===== config.mk =====
export PLATFORM = sky130hd
export DESIGN_NAME = uart_rx_start_sync_frontend
export DESIGN_NICKNAME = d
export VERILOG_FILES = /design/src/core/uart_rx_fe_pkg.sv /design/src/core/rx_line_sync.sv /design/src/core/uart_rx_start_sync_frontend.sv
export SDC_FILE = /design/constraint.sdc
export NUM_CORES = 1
export LEC_CHECK = 0
export BUFFER_PORTS_ARGS = -buffer_cell sky130_fd_sc_hd__clkbuf_2
export CORE_ASPECT_RATIO = 0.6
export CORE_MARGIN = 2
export CORE_UTILIZATION = 27
export DETAILED_ROUTE_END_ITERATION = 10
export PLACE_DENSITY = 0.51
export SLEW_MARGIN = 40
export SYNTH_ARGS = -nofsm -noshare
export SYNTH_HDL_FRONTEND = slang
export SYNTH_SLANG_ARGS = --single-unit

===== constraint.sdc =====
create_clock -name i_clk_sys -period 3 [get_ports i_clk_sys]
set_input_delay 0 -clock i_clk_sys [delete_from_list [all_inputs] [get_ports i_clk_sys]]
set_output_delay 0 -clock i_clk_sys [all_outputs]
set_load 0.01 [all_outputs]

===== src/core/uart_rx_fe_pkg.sv =====
// Constants and types shared by the receiver front end.
package uart_rx_fe_pkg;

	// ********************************************
	// Register map
	// ********************************************
	localparam logic [1:0] ADDR_CONTROL = 2'h0;
	localparam logic [1:0] ADDR_STATUS = 2'h1;
	localparam logic [1:0] ADDR_DATA = 2'h2;

	localparam int CTRL_RECEIVE_ON_BIT = 0;
	localparam int CTRL_FRAME_LEN_BIT = 1;
	localparam int STAT_RECEIVE_FULL_BIT = 0;
	localparam int STAT_NOISE_BIT = 1;
	localparam int STAT_FRAMING_BIT = 2;
	localparam int STAT_IN_FRAME_BIT = 3;

	localparam logic CTRL_RESET = 1'h0;
	localparam logic [15:0] READ_IDLE = 16'h0000;

	// ********************************************
	// Sample tick phases
	// ********************************************
	localparam logic [4:0] PH_FIRST = 5'h01;
	localparam logic [4:0] PH_TEST_A = 5'h03;
	localparam logic [4:0] PH_TEST_B = 5'h05;
	localparam logic [4:0] PH_TEST_C = 5'h07;
	localparam logic [4:0] PH_SENSE_A = 5'h08;
	localparam logic [4:0] PH_SENSE_B = 5'h09;
	localparam logic [4:0] PH_SENSE_C = 5'h0A;
	localparam logic [4:0] PH_LAST = 5'h10;

	// ********************************************
	// Frame layout
	// ********************************************
	localparam int DATA_BITS_SHORT = 8;
	localparam int DATA_BITS_LONG = 9;
	localparam int SYNC_STAGES = 2;

	typedef enum logic [1:0] {
		ST_HUNT = 2'b00,
		ST_START = 2'b01,
		ST_FRAME = 2'b10
	} fe_state_type;

endpackage : uart_rx_fe_pkg


===== src/core/rx_line_sync.sv =====
// Two-stage synchroniser for the serial input line.
`timescale 1ns/1ps
module rx_line_sync (
	input wire logic i_clk_sys,
	input wire logic i_rst,
	input wire logic i_line,
	output logic o_line
);
	logic meta_r;
	logic line_r;

	// Idle line is high, so reset to mark to avoid a false edge
	always_ff @(posedge i_clk_sys) begin
		if (i_rst) begin
			meta_r <= 1'b1;
			line_r <= 1'b1;
		end else begin
			meta_r <= i_line;
			line_r <= meta_r;
		end
	end

	assign o_line = line_r;
endmodule : rx_line_sync


===== src/core/uart_rx_start_sync_frontend.sv =====
// Receiver front end: start search, bit timing, majority sense, noise.
`timescale 1ns/1ps
module uart_rx_start_sync_frontend
	import uart_rx_fe_pkg::*;
#(
	parameter int ADDR_W = 2,
	parameter int DATA_W = 16
) (
	input wire logic i_clk_sys,
	input wire logic i_rst,
	input wire logic i_sample_tick,
	input wire logic i_rx_line,
	input wire logic [ADDR_W-1:0] i_addr,
	input wire logic [DATA_W-1:0] i_wr_data,
	input wire logic i_wr_stb,
	input wire logic i_rd_stb,
	output logic [DATA_W-1:0] o_rd_data,
	output logic o_bit_stb,
	output logic o_bit_value,
	output logic o_receive_full,
	output logic o_noise_status,
	output logic o_framing_status
);

	// ********************************************
	// State
	// ********************************************
	typedef struct packed {
		fe_state_type state;
		logic [2:0] hist;
		logic [4:0] phase;
		logic [1:0] test;
		logic [1:0] sense;
		logic [3:0] bit_idx;
		logic [8:0] shreg;
		logic noise;
		logic receive_on;
		logic frame_len_sel;
		logic receive_full;
		logic noise_status;
		logic framing_status;
		logic [8:0] rx_data;
		logic [DATA_W-1:0] rd_data;
		logic bit_stb;
		logic bit_value;
	} fe_regs_type;

	fe_regs_type st_r;
	fe_regs_type st_nxt;
	logic rx_s;

	// ********************************************
	// Helpers
	// ********************************************
	function automatic logic maj3(input logic a, input logic b, input logic c);
		maj3 = (a & b) | (a & c) | (b & c);
	endfunction : maj3

	function automatic logic [4:0] next_phase(input logic [4:0] ph);
		next_phase = (ph == PH_LAST) ? PH_FIRST : ph + 5'h01;
	endfunction : next_phase

	function automatic logic [3:0] stop_index(input logic len_sel);
		stop_index = len_sel ? 4'(DATA_BITS_LONG + 1) : 4'(DATA_BITS_SHORT + 1);
	endfunction : stop_index

	rx_line_sync u_sync (
		.i_clk_sys(i_clk_sys),
		.i_rst(i_rst),
		.i_line(i_rx_line),
		.o_line(rx_s)
	);

	// ********************************************
	// Next state
	// ********************************************
	always_comb begin
		logic [4:0] cur;
		logic fall;
		logic level;
		logic disagree;
		logic frame_noise;
		logic [8:0] word;
		cur = 5'h00;
		fall = 1'b0;
		level = 1'b0;
		disagree = 1'b0;
		frame_noise = 1'b0;
		word = 9'h000;
		st_nxt = st_r;
		st_nxt.bit_stb = 1'b0;
		st_nxt.rd_data = READ_IDLE;

		// Register reads; data read clears the receive flags
		if (i_rd_stb) begin
			if (i_addr == ADDR_CONTROL) begin
				st_nxt.rd_data[CTRL_RECEIVE_ON_BIT] = st_r.receive_on;
				st_nxt.rd_data[CTRL_FRAME_LEN_BIT] = st_r.frame_len_sel;
			end else if (i_addr == ADDR_STATUS) begin
				st_nxt.rd_data[STAT_RECEIVE_FULL_BIT] = st_r.receive_full;
				st_nxt.rd_data[STAT_NOISE_BIT] = st_r.noise_status;
				st_nxt.rd_data[STAT_FRAMING_BIT] = st_r.framing_status;
				st_nxt.rd_data[STAT_IN_FRAME_BIT] = (st_r.state != ST_HUNT);
			end else if (i_addr == ADDR_DATA) begin
				st_nxt.rd_data[8:0] = st_r.rx_data;
				st_nxt.receive_full = 1'b0;
				st_nxt.noise_status = 1'b0;
				st_nxt.framing_status = 1'b0;
			end
		end
		if (i_wr_stb && i_addr == ADDR_CONTROL) begin
			st_nxt.receive_on = i_wr_data[CTRL_RECEIVE_ON_BIT];
			st_nxt.frame_len_sel = i_wr_data[CTRL_FRAME_LEN_BIT];
		end

		if (!st_r.receive_on) begin
			// Front end idle and initialised while receive is off
			st_nxt.state = ST_HUNT;
			st_nxt.hist = 3'h0;
			st_nxt.phase = PH_FIRST;
			st_nxt.bit_idx = 4'h0;
			st_nxt.noise = 1'b0;
		end else if (i_sample_tick) begin
			st_nxt.hist = {st_r.hist[1:0], rx_s};
			fall = st_r.hist[0] & ~rx_s;
			case (st_r.state)
				ST_HUNT: begin
					// Line already low, or too few marks: keep waiting
					if (st_r.hist == 3'h7 && !rx_s) begin
						st_nxt.state = ST_START;
						st_nxt.phase = PH_FIRST;
						st_nxt.noise = 1'b0;
						st_nxt.test = 2'h0;
					end
				end
				ST_START: begin
					cur = next_phase(st_r.phase);
					st_nxt.phase = cur;
					if (cur == PH_TEST_A) begin
						st_nxt.test[0] = rx_s;
					end else if (cur == PH_TEST_B) begin
						if (st_r.test[0] && rx_s) begin
							st_nxt.state = ST_HUNT;
						end else begin
							st_nxt.test[1] = rx_s;
						end
					end else if (cur == PH_TEST_C) begin
						if (maj3(st_r.test[0], st_r.test[1], rx_s)) begin
							st_nxt.state = ST_HUNT;
						end else begin
							st_nxt.state = ST_FRAME;
							st_nxt.bit_idx = 4'h0;
							st_nxt.noise = st_r.test[0] | st_r.test[1] | rx_s;
						end
					end
				end
				ST_FRAME: begin
					cur = next_phase(st_r.phase);
					// Resync only outside the sense window so a bit is
					// never sampled twice or skipped
					if (fall && cur > PH_SENSE_C) begin
						cur = PH_FIRST;
					end else if (fall && cur != PH_FIRST && cur < PH_SENSE_A) begin
						cur = PH_FIRST;
						st_nxt.bit_idx = st_r.bit_idx - 4'h1;
					end
					st_nxt.phase = cur;
					if (cur == PH_FIRST) begin
						st_nxt.bit_idx = st_nxt.bit_idx + 4'h1;
					end
					if (cur == PH_SENSE_A) begin
						st_nxt.sense[0] = rx_s;
					end else if (cur == PH_SENSE_B) begin
						st_nxt.sense[1] = rx_s;
					end else if (cur == PH_SENSE_C) begin
						level = maj3(st_r.sense[0], st_r.sense[1], rx_s);
						disagree = ~((st_r.sense[0] == st_r.sense[1]) &&
							(st_r.sense[1] == rx_s));
						frame_noise = st_r.noise | disagree;
						st_nxt.noise = frame_noise;
						st_nxt.bit_stb = 1'b1;
						if (st_r.bit_idx == 4'h0) begin
							st_nxt.bit_value = 1'b0;
						end else begin
							st_nxt.bit_value = level;
						end
						if (st_r.bit_idx == stop_index(st_r.frame_len_sel)) begin
							word = st_r.frame_len_sel ? st_r.shreg :
								{1'b0, st_r.shreg[8:1]};
							// Overrun case leaves all flags untouched
							if (!st_r.receive_full) begin
								st_nxt.rx_data = word;
								st_nxt.receive_full = 1'b1;
								st_nxt.noise_status = frame_noise;
								st_nxt.framing_status = ~level;
							end
							st_nxt.state = ST_HUNT;
						end else if (st_r.bit_idx != 4'h0) begin
							st_nxt.shreg = {level, st_r.shreg[8:1]};
						end
					end
				end
				default: begin
					st_nxt.state = ST_HUNT;
				end
			endcase
		end
	end

	// ********************************************
	// Registers
	// ********************************************
	always_ff @(posedge i_clk_sys) begin
		if (i_rst) begin
			st_r <= '0;
			st_r.state <= ST_HUNT;
			st_r.phase <= PH_FIRST;
			st_r.receive_on <= CTRL_RESET;
			st_r.frame_len_sel <= CTRL_RESET;
			st_r.rd_data <= READ_IDLE;
		end else begin
			st_r <= st_nxt;
		end
	end

	assign o_rd_data = st_r.rd_data;
	assign o_bit_stb = st_r.bit_stb;
	assign o_bit_value = st_r.bit_value;
	assign o_receive_full = st_r.receive_full;
	assign o_noise_status = st_r.noise_status;
	assign o_framing_status = st_r.framing_status;

endmodule : uart_rx_start_sync_frontend


==> Implementation_results.wiki <==
{| class="wikitable"
! Metric !! Value
|-
| Floorplan die width || 145 um
|-
| Synth top area cells || sky130_fd_sc_hd__dfxtp_1 (34%), sky130_fd_sc_hd__mux2i_1 (9.3%), sky130_fd_sc_hd__ha_1 (5.0%)
|-
| Power Density || about 370 mW/mm^2
|-
| Nets || 441
|-
| CP Cell Sequence || inv_1 > ha_1 > nand2b_1 > mux4_2 > or4_4 > or3b_1 > buf_4 > mux2i_1 > nor2_1
|-
| Wire length of the first global-routing pass || 13500 um
|-
| Crit path depth || 9
|-
| Category of the worst setup path launch point || register
|-
| Internal power || 1070 uW
|-
| Cell count of the worst hold path || 3
|-
| Worst-margin pin slew || about 0.63 ns
|-
| Post-route fraction of the period consumed by the critical path || 0.949
|-
| Share of the core filled with cells in the final layout || 0.327
|-
| Gpl congestion || 0.931
|-
| Number of flip-flops and latches in the synthesized netlist || 55
|-
| Type of the worst setup path || reg -> reg
|-
| Number of antenna violations at the first check in global routing || 0
|-
| Overall via count from detail_route || 2797
|-
| Post-detailed-routing wire length || 8490 um
|-
| Final Hold Violating Endpoints || 0
|-
| Overall fraction of global-route tracks in use || 0.134
|-
| Number of clock sinks seen by CTS || 55
|-
| Cell at the root of the clock tree || sky130_fd_sc_hd__clkbuf_16
|-
| Slowest stage delay, CP || 0.49 ns
|-
| Sw Pwr || 327 uW
|-
| Vias/cell || 4.95
|-
| Total DRC errors in the routed layout || 0
|-
| CP max stage cell || sky130_fd_sc_hd__mux4_2
|-
| Met2 Track Usage GR || 0.174
|-
| Kind of end point of the critical path || register
|-
| Num CTS Buffers || 5
|-
| Share of power burned in combinational logic || 0.036
|-
| Initial standard-cell utilization of the core || 0.282
|-
| Data arrival, critical path || a little over 3 ns
|-
| Met3 demand-to-capacity share in global routing || 0.0367
|-
| FF-to-FF End || st_r[34]$_SDFFE_PP0P_
|-
| Clock Power Share || 0.439
|-
| EDFF count, synth || 0
|-
| Total setup violations reported at the end of the flow || 0
|-
| Sw Share || 0.235
|-
| Share of cells above drive strength 1 || 0.165
|-
| Core area || about 0.011 sq mm
|-
| Final worst clock skew || 0.0102 ns
|-
| Area added between synthesis and finish || 15.8%
|-
| Leakage power figure || between 0.001 and 0.0015 uW
|-
| Number of global-route vias before repair || 2538
|-
| Post-synthesis instance area || approximately 0.0032 sq mm
|-
| Cells on worst reg2reg path || 9
|-
| Number of unique standard cell types used by synthesis || 57
|-
| Beginning of the worst register-to-register path || st_r[50]$_SDFFE_PP1P_
|-
| Number of top-level design ports || between 40 and 50
|-
| Critical-path maximum fanout || 6
|-
| Detailed-router iteration count before antenna repair || 5
|-
| Antenna Cells || 0
|-
| HPWL after detailed placement || 6490 um
|-
| Slew Limit Fails || 0
|-
| Final instance count without filler cells || 565
|-
| Post-synth top flop || sky130_fd_sc_hd__dfxtp_1
|-
| Pin count of the biggest net entering global routing || 35
|-
| Global-route congestion overflow total || 0
|-
| Number of maximum-capacitance violations || 0
|-
| Crit path buf inv count || 2
|-
| TritonCTS clock tree || done
|-
| Latest clock arrival within the worst-skew pair || 0.30 ns
|-
| Post-Place Cells || roughly 550
|-
| Max-slew headroom || 0.571
|-
| Worst vdd ir || approximately 0.00020 V
|-
| Initial detailed-routing violation count || 192
|-
| Kind of path behind the tightest hold check || in -> reg
|-
| Num rows || 30
|-
| Sequential element share of the synthesized area || 0.340
|-
| Minimum clock period after layout || 2.85 ns
|-
| Die outline area || 0.0129 sq mm
|-
| Count of input and output buffers || 23
|-
| Number of standard cells after synthesis || 380
|-
| Critical Path Source || st_r[50]$_SDFFE_PP1P_
|-
| Maximum achievable frequency || around 0.35 GHz
|-
| Kind of cell adding the most delay to the critical path || simple AND/OR/NAND/NOR gates
|-
| Global-route layer with the greatest usage || met1
|-
| Power share of the sequential group || 0.526
|-
| Yosys top cell by area || sky130_fd_sc_hd__dfxtp_1
|-
| DR WL/cell || 15.0 um
|-
| Clock transition time at the flip-flop clock pins of the worst setup and hold paths || 0.08 ns
|-
| Register-to-register setup slack || 0.15 ns
|-
| Run status || completed
|-
| Worst setup path endpoint || st_r[34]$_SDFFE_PP0P_
|-
| FFs w/ async S/R, synth || 0
|-
| Total of warnings raised by yosys || 0
|-
| Antenna viol nets, final || 0
|-
| Max clock buf depth || 2
|-
| Syn avg cell area || 8.53 sq um
|-
| Synth top area share || 0.340
|-
| Die height || 88.9 um
|-
| H-Tree Level Count || 2
|-
| Met1 track utilization from global routing || 0.211
|-
| Critical Path RT || 3.17 ns
|}
worst min-delay path, cell delays in order:
cell and delay [ns]:
sky130_fd_sc_hd__clkbuf_2 0.09, sky130_fd_sc_hd__nand2b_1 0.14, sky130_fd_sc_hd__a21oi_1 0.05
power groups by stage:
stage                     Combinational, uW  Clock [uW]  Sequential [uW]
after detailed placement               46.4           0              750
final                                  49.5         612              733
after floorplan                        36.0           0              751
after CTS                              49.5         635              733
after global placement                 46.3           0              750
after global routing                   54.9         658              733
cell usage in the layout (no fill, tap or decap), types with 3 or more instances in the layout:
| cell type | synthesis | final |
|---|---|---|
| sky130_fd_sc_hd__a211oi_1 | 9 | 9 |
| sky130_fd_sc_hd__nor2_1 | 42 | 42 |
| sky130_fd_sc_hd__o211ai_1 | 3 | 3 |
| sky130_fd_sc_hd__or3_1 | 3 | 3 |
| sky130_fd_sc_hd__a21oi_1 | 25 | 25 |
| sky130_fd_sc_hd__mux2i_1 | 30 | 29 |
| sky130_fd_sc_hd__nor2b_1 | 11 | 11 |
| sky130_fd_sc_hd__nand2_1 | 26 | 26 |
| sky130_fd_sc_hd__o22ai_1 | 6 | 6 |
| sky130_fd_sc_hd__o31ai_1 | 3 | 3 |
| sky130_fd_sc_hd__a31oi_1 | 6 | 6 |
| sky130_fd_sc_hd__and3_1 | 3 | 3 |
| sky130_fd_sc_hd__clkbuf_2 | 0 | 23 |
| sky130_fd_sc_hd__nand2b_1 | 12 | 12 |
| sky130_fd_sc_hd__o2111ai_1 | 5 | 5 |
| sky130_fd_sc_hd__dlygate4sd3_1 | 0 | 3 |
| sky130_fd_sc_hd__xnor2_1 | 3 | 3 |
| sky130_fd_sc_hd__mux2_2 | 3 | 3 |
| sky130_fd_sc_hd__nand3b_1 | 5 | 5 |
| sky130_fd_sc_hd__inv_1 | 11 | 11 |
| sky130_fd_sc_hd__nand4_1 | 5 | 5 |
| sky130_fd_sc_hd__ha_1 | 13 | 12 |
| sky130_fd_sc_hd__o21ai_0 | 5 | 5 |
| sky130_fd_sc_hd__dfxtp_1 | 55 | 54 |
| sky130_fd_sc_hd__conb_1 | 1 | 7 |
| sky130_fd_sc_hd__buf_4 | 16 | 21 |
| sky130_fd_sc_hd__and2_1 | 8 | 8 |
| sky130_fd_sc_hd__nand3_1 | 10 | 10 |
| sky130_fd_sc_hd__a21o_1 | 3 | 3 |
| sky130_fd_sc_hd__clkbuf_16 | 0 | 5 |
cell usage after synthesis (all sizes together) (6+ instances only):
cell type,n
a211oi,9
a21oi,25
a31oi,6
and2,8
buf,22
clkbuf,15
dfxtp,55
ha,13
inv,11
mux2i,30
nand2,26
nand2b,12
nand3,10
nor2,42
nor2b,11
o21ai,7
o22ai,6
worst min path at each step:
stage	startpoint	to	slack, ns
after global placement	i_rx_line	u_sync.meta_r$_SDFF_PP1_	0.19
after floorplan	i_rx_line	u_sync.meta_r$_SDFF_PP1_	0.10
after global routing	i_rd_stb	o_rd_data[2]$_SDFF_PP0_	0.08
final	i_rd_stb	o_rd_data[2]$_SDFF_PP0_	0.03
after CTS	i_rd_stb	o_rd_data[2]$_SDFF_PP0_	0.02
after detailed placement	i_rx_line	u_sync.meta_r$_SDFF_PP1_	0.19
final cells by class:
class	instances	area, sq um
repair buffers	48	323
clock buffers	5	125
flip-flops and latches	55	1100
clock inverters	3	25.0
fillers	1208	7730
multi-input cells	283	1940
well taps	160	200
inverters	11	41.3
flip-flops by register name, summed over array words and instances, names as in the netlist:
| signal | flops |
|---|---|
| u_sync.o_line | 1 |
| st_r | 39 |
| u_sync.meta_r | 1 |
| o_bit_value | 1 |
| o_framing_status | 1 |
| o_receive_full | 1 |
| o_bit_stb | 1 |
| o_rd_data | 9 |
| o_noise_status | 1 |
metal layers:
metal	vias up	part of all wire	wire, um
li1	1385	-	-
met4	0	0.0081	69
met2	109	0.37	3120
met3	7	0.10	853
met5	-	0	0
met1	1296	0.52	4450
through the flow:
stage | instance area [sq um] | power [uW] | hold slack, ns | TNS [ns] | setup slack (ns)
floorplan | 3270 | 787 | 0.104 | 0 | 0.342
global placement | 3530 | 796 | 0.189 | 0 | 0.276
detailed placement | 3530 | 796 | 0.188 | 0 | 0.116
CTS | 3710 | 1420 | 0.0241 | 0 | 0.0735
global route | 3750 | 1450 | 0.0764 | -0.0251 | -0.0240
finish | 3750 | 1390 | 0.0339 | 0 | 0.154
cells by family after synthesis:
family | after synthesis | synth area share
other | 1 | 0.00116
buffers and inverters | 48 | 0.0799
and+or+nand+nor | 144 | 0.234
muxes | 35 | 0.117
DFF | 55 | 0.340
adders and majority gates | 14 | 0.0532
xor gates and xnor gates | 6 | 0.0204
AOI/OAI and AO/OA | 77 | 0.155
timing repair:
action | 4_1_cts | 5_1_grt
resized for setup | 0 | 7
hold buffers | 3 | 0
endpoints found under the setup margin | 0 | 1
setup buffers | 0 | 1
endpoints found under the hold margin | 3 | 0
Power figures use the tool's default switching activity.
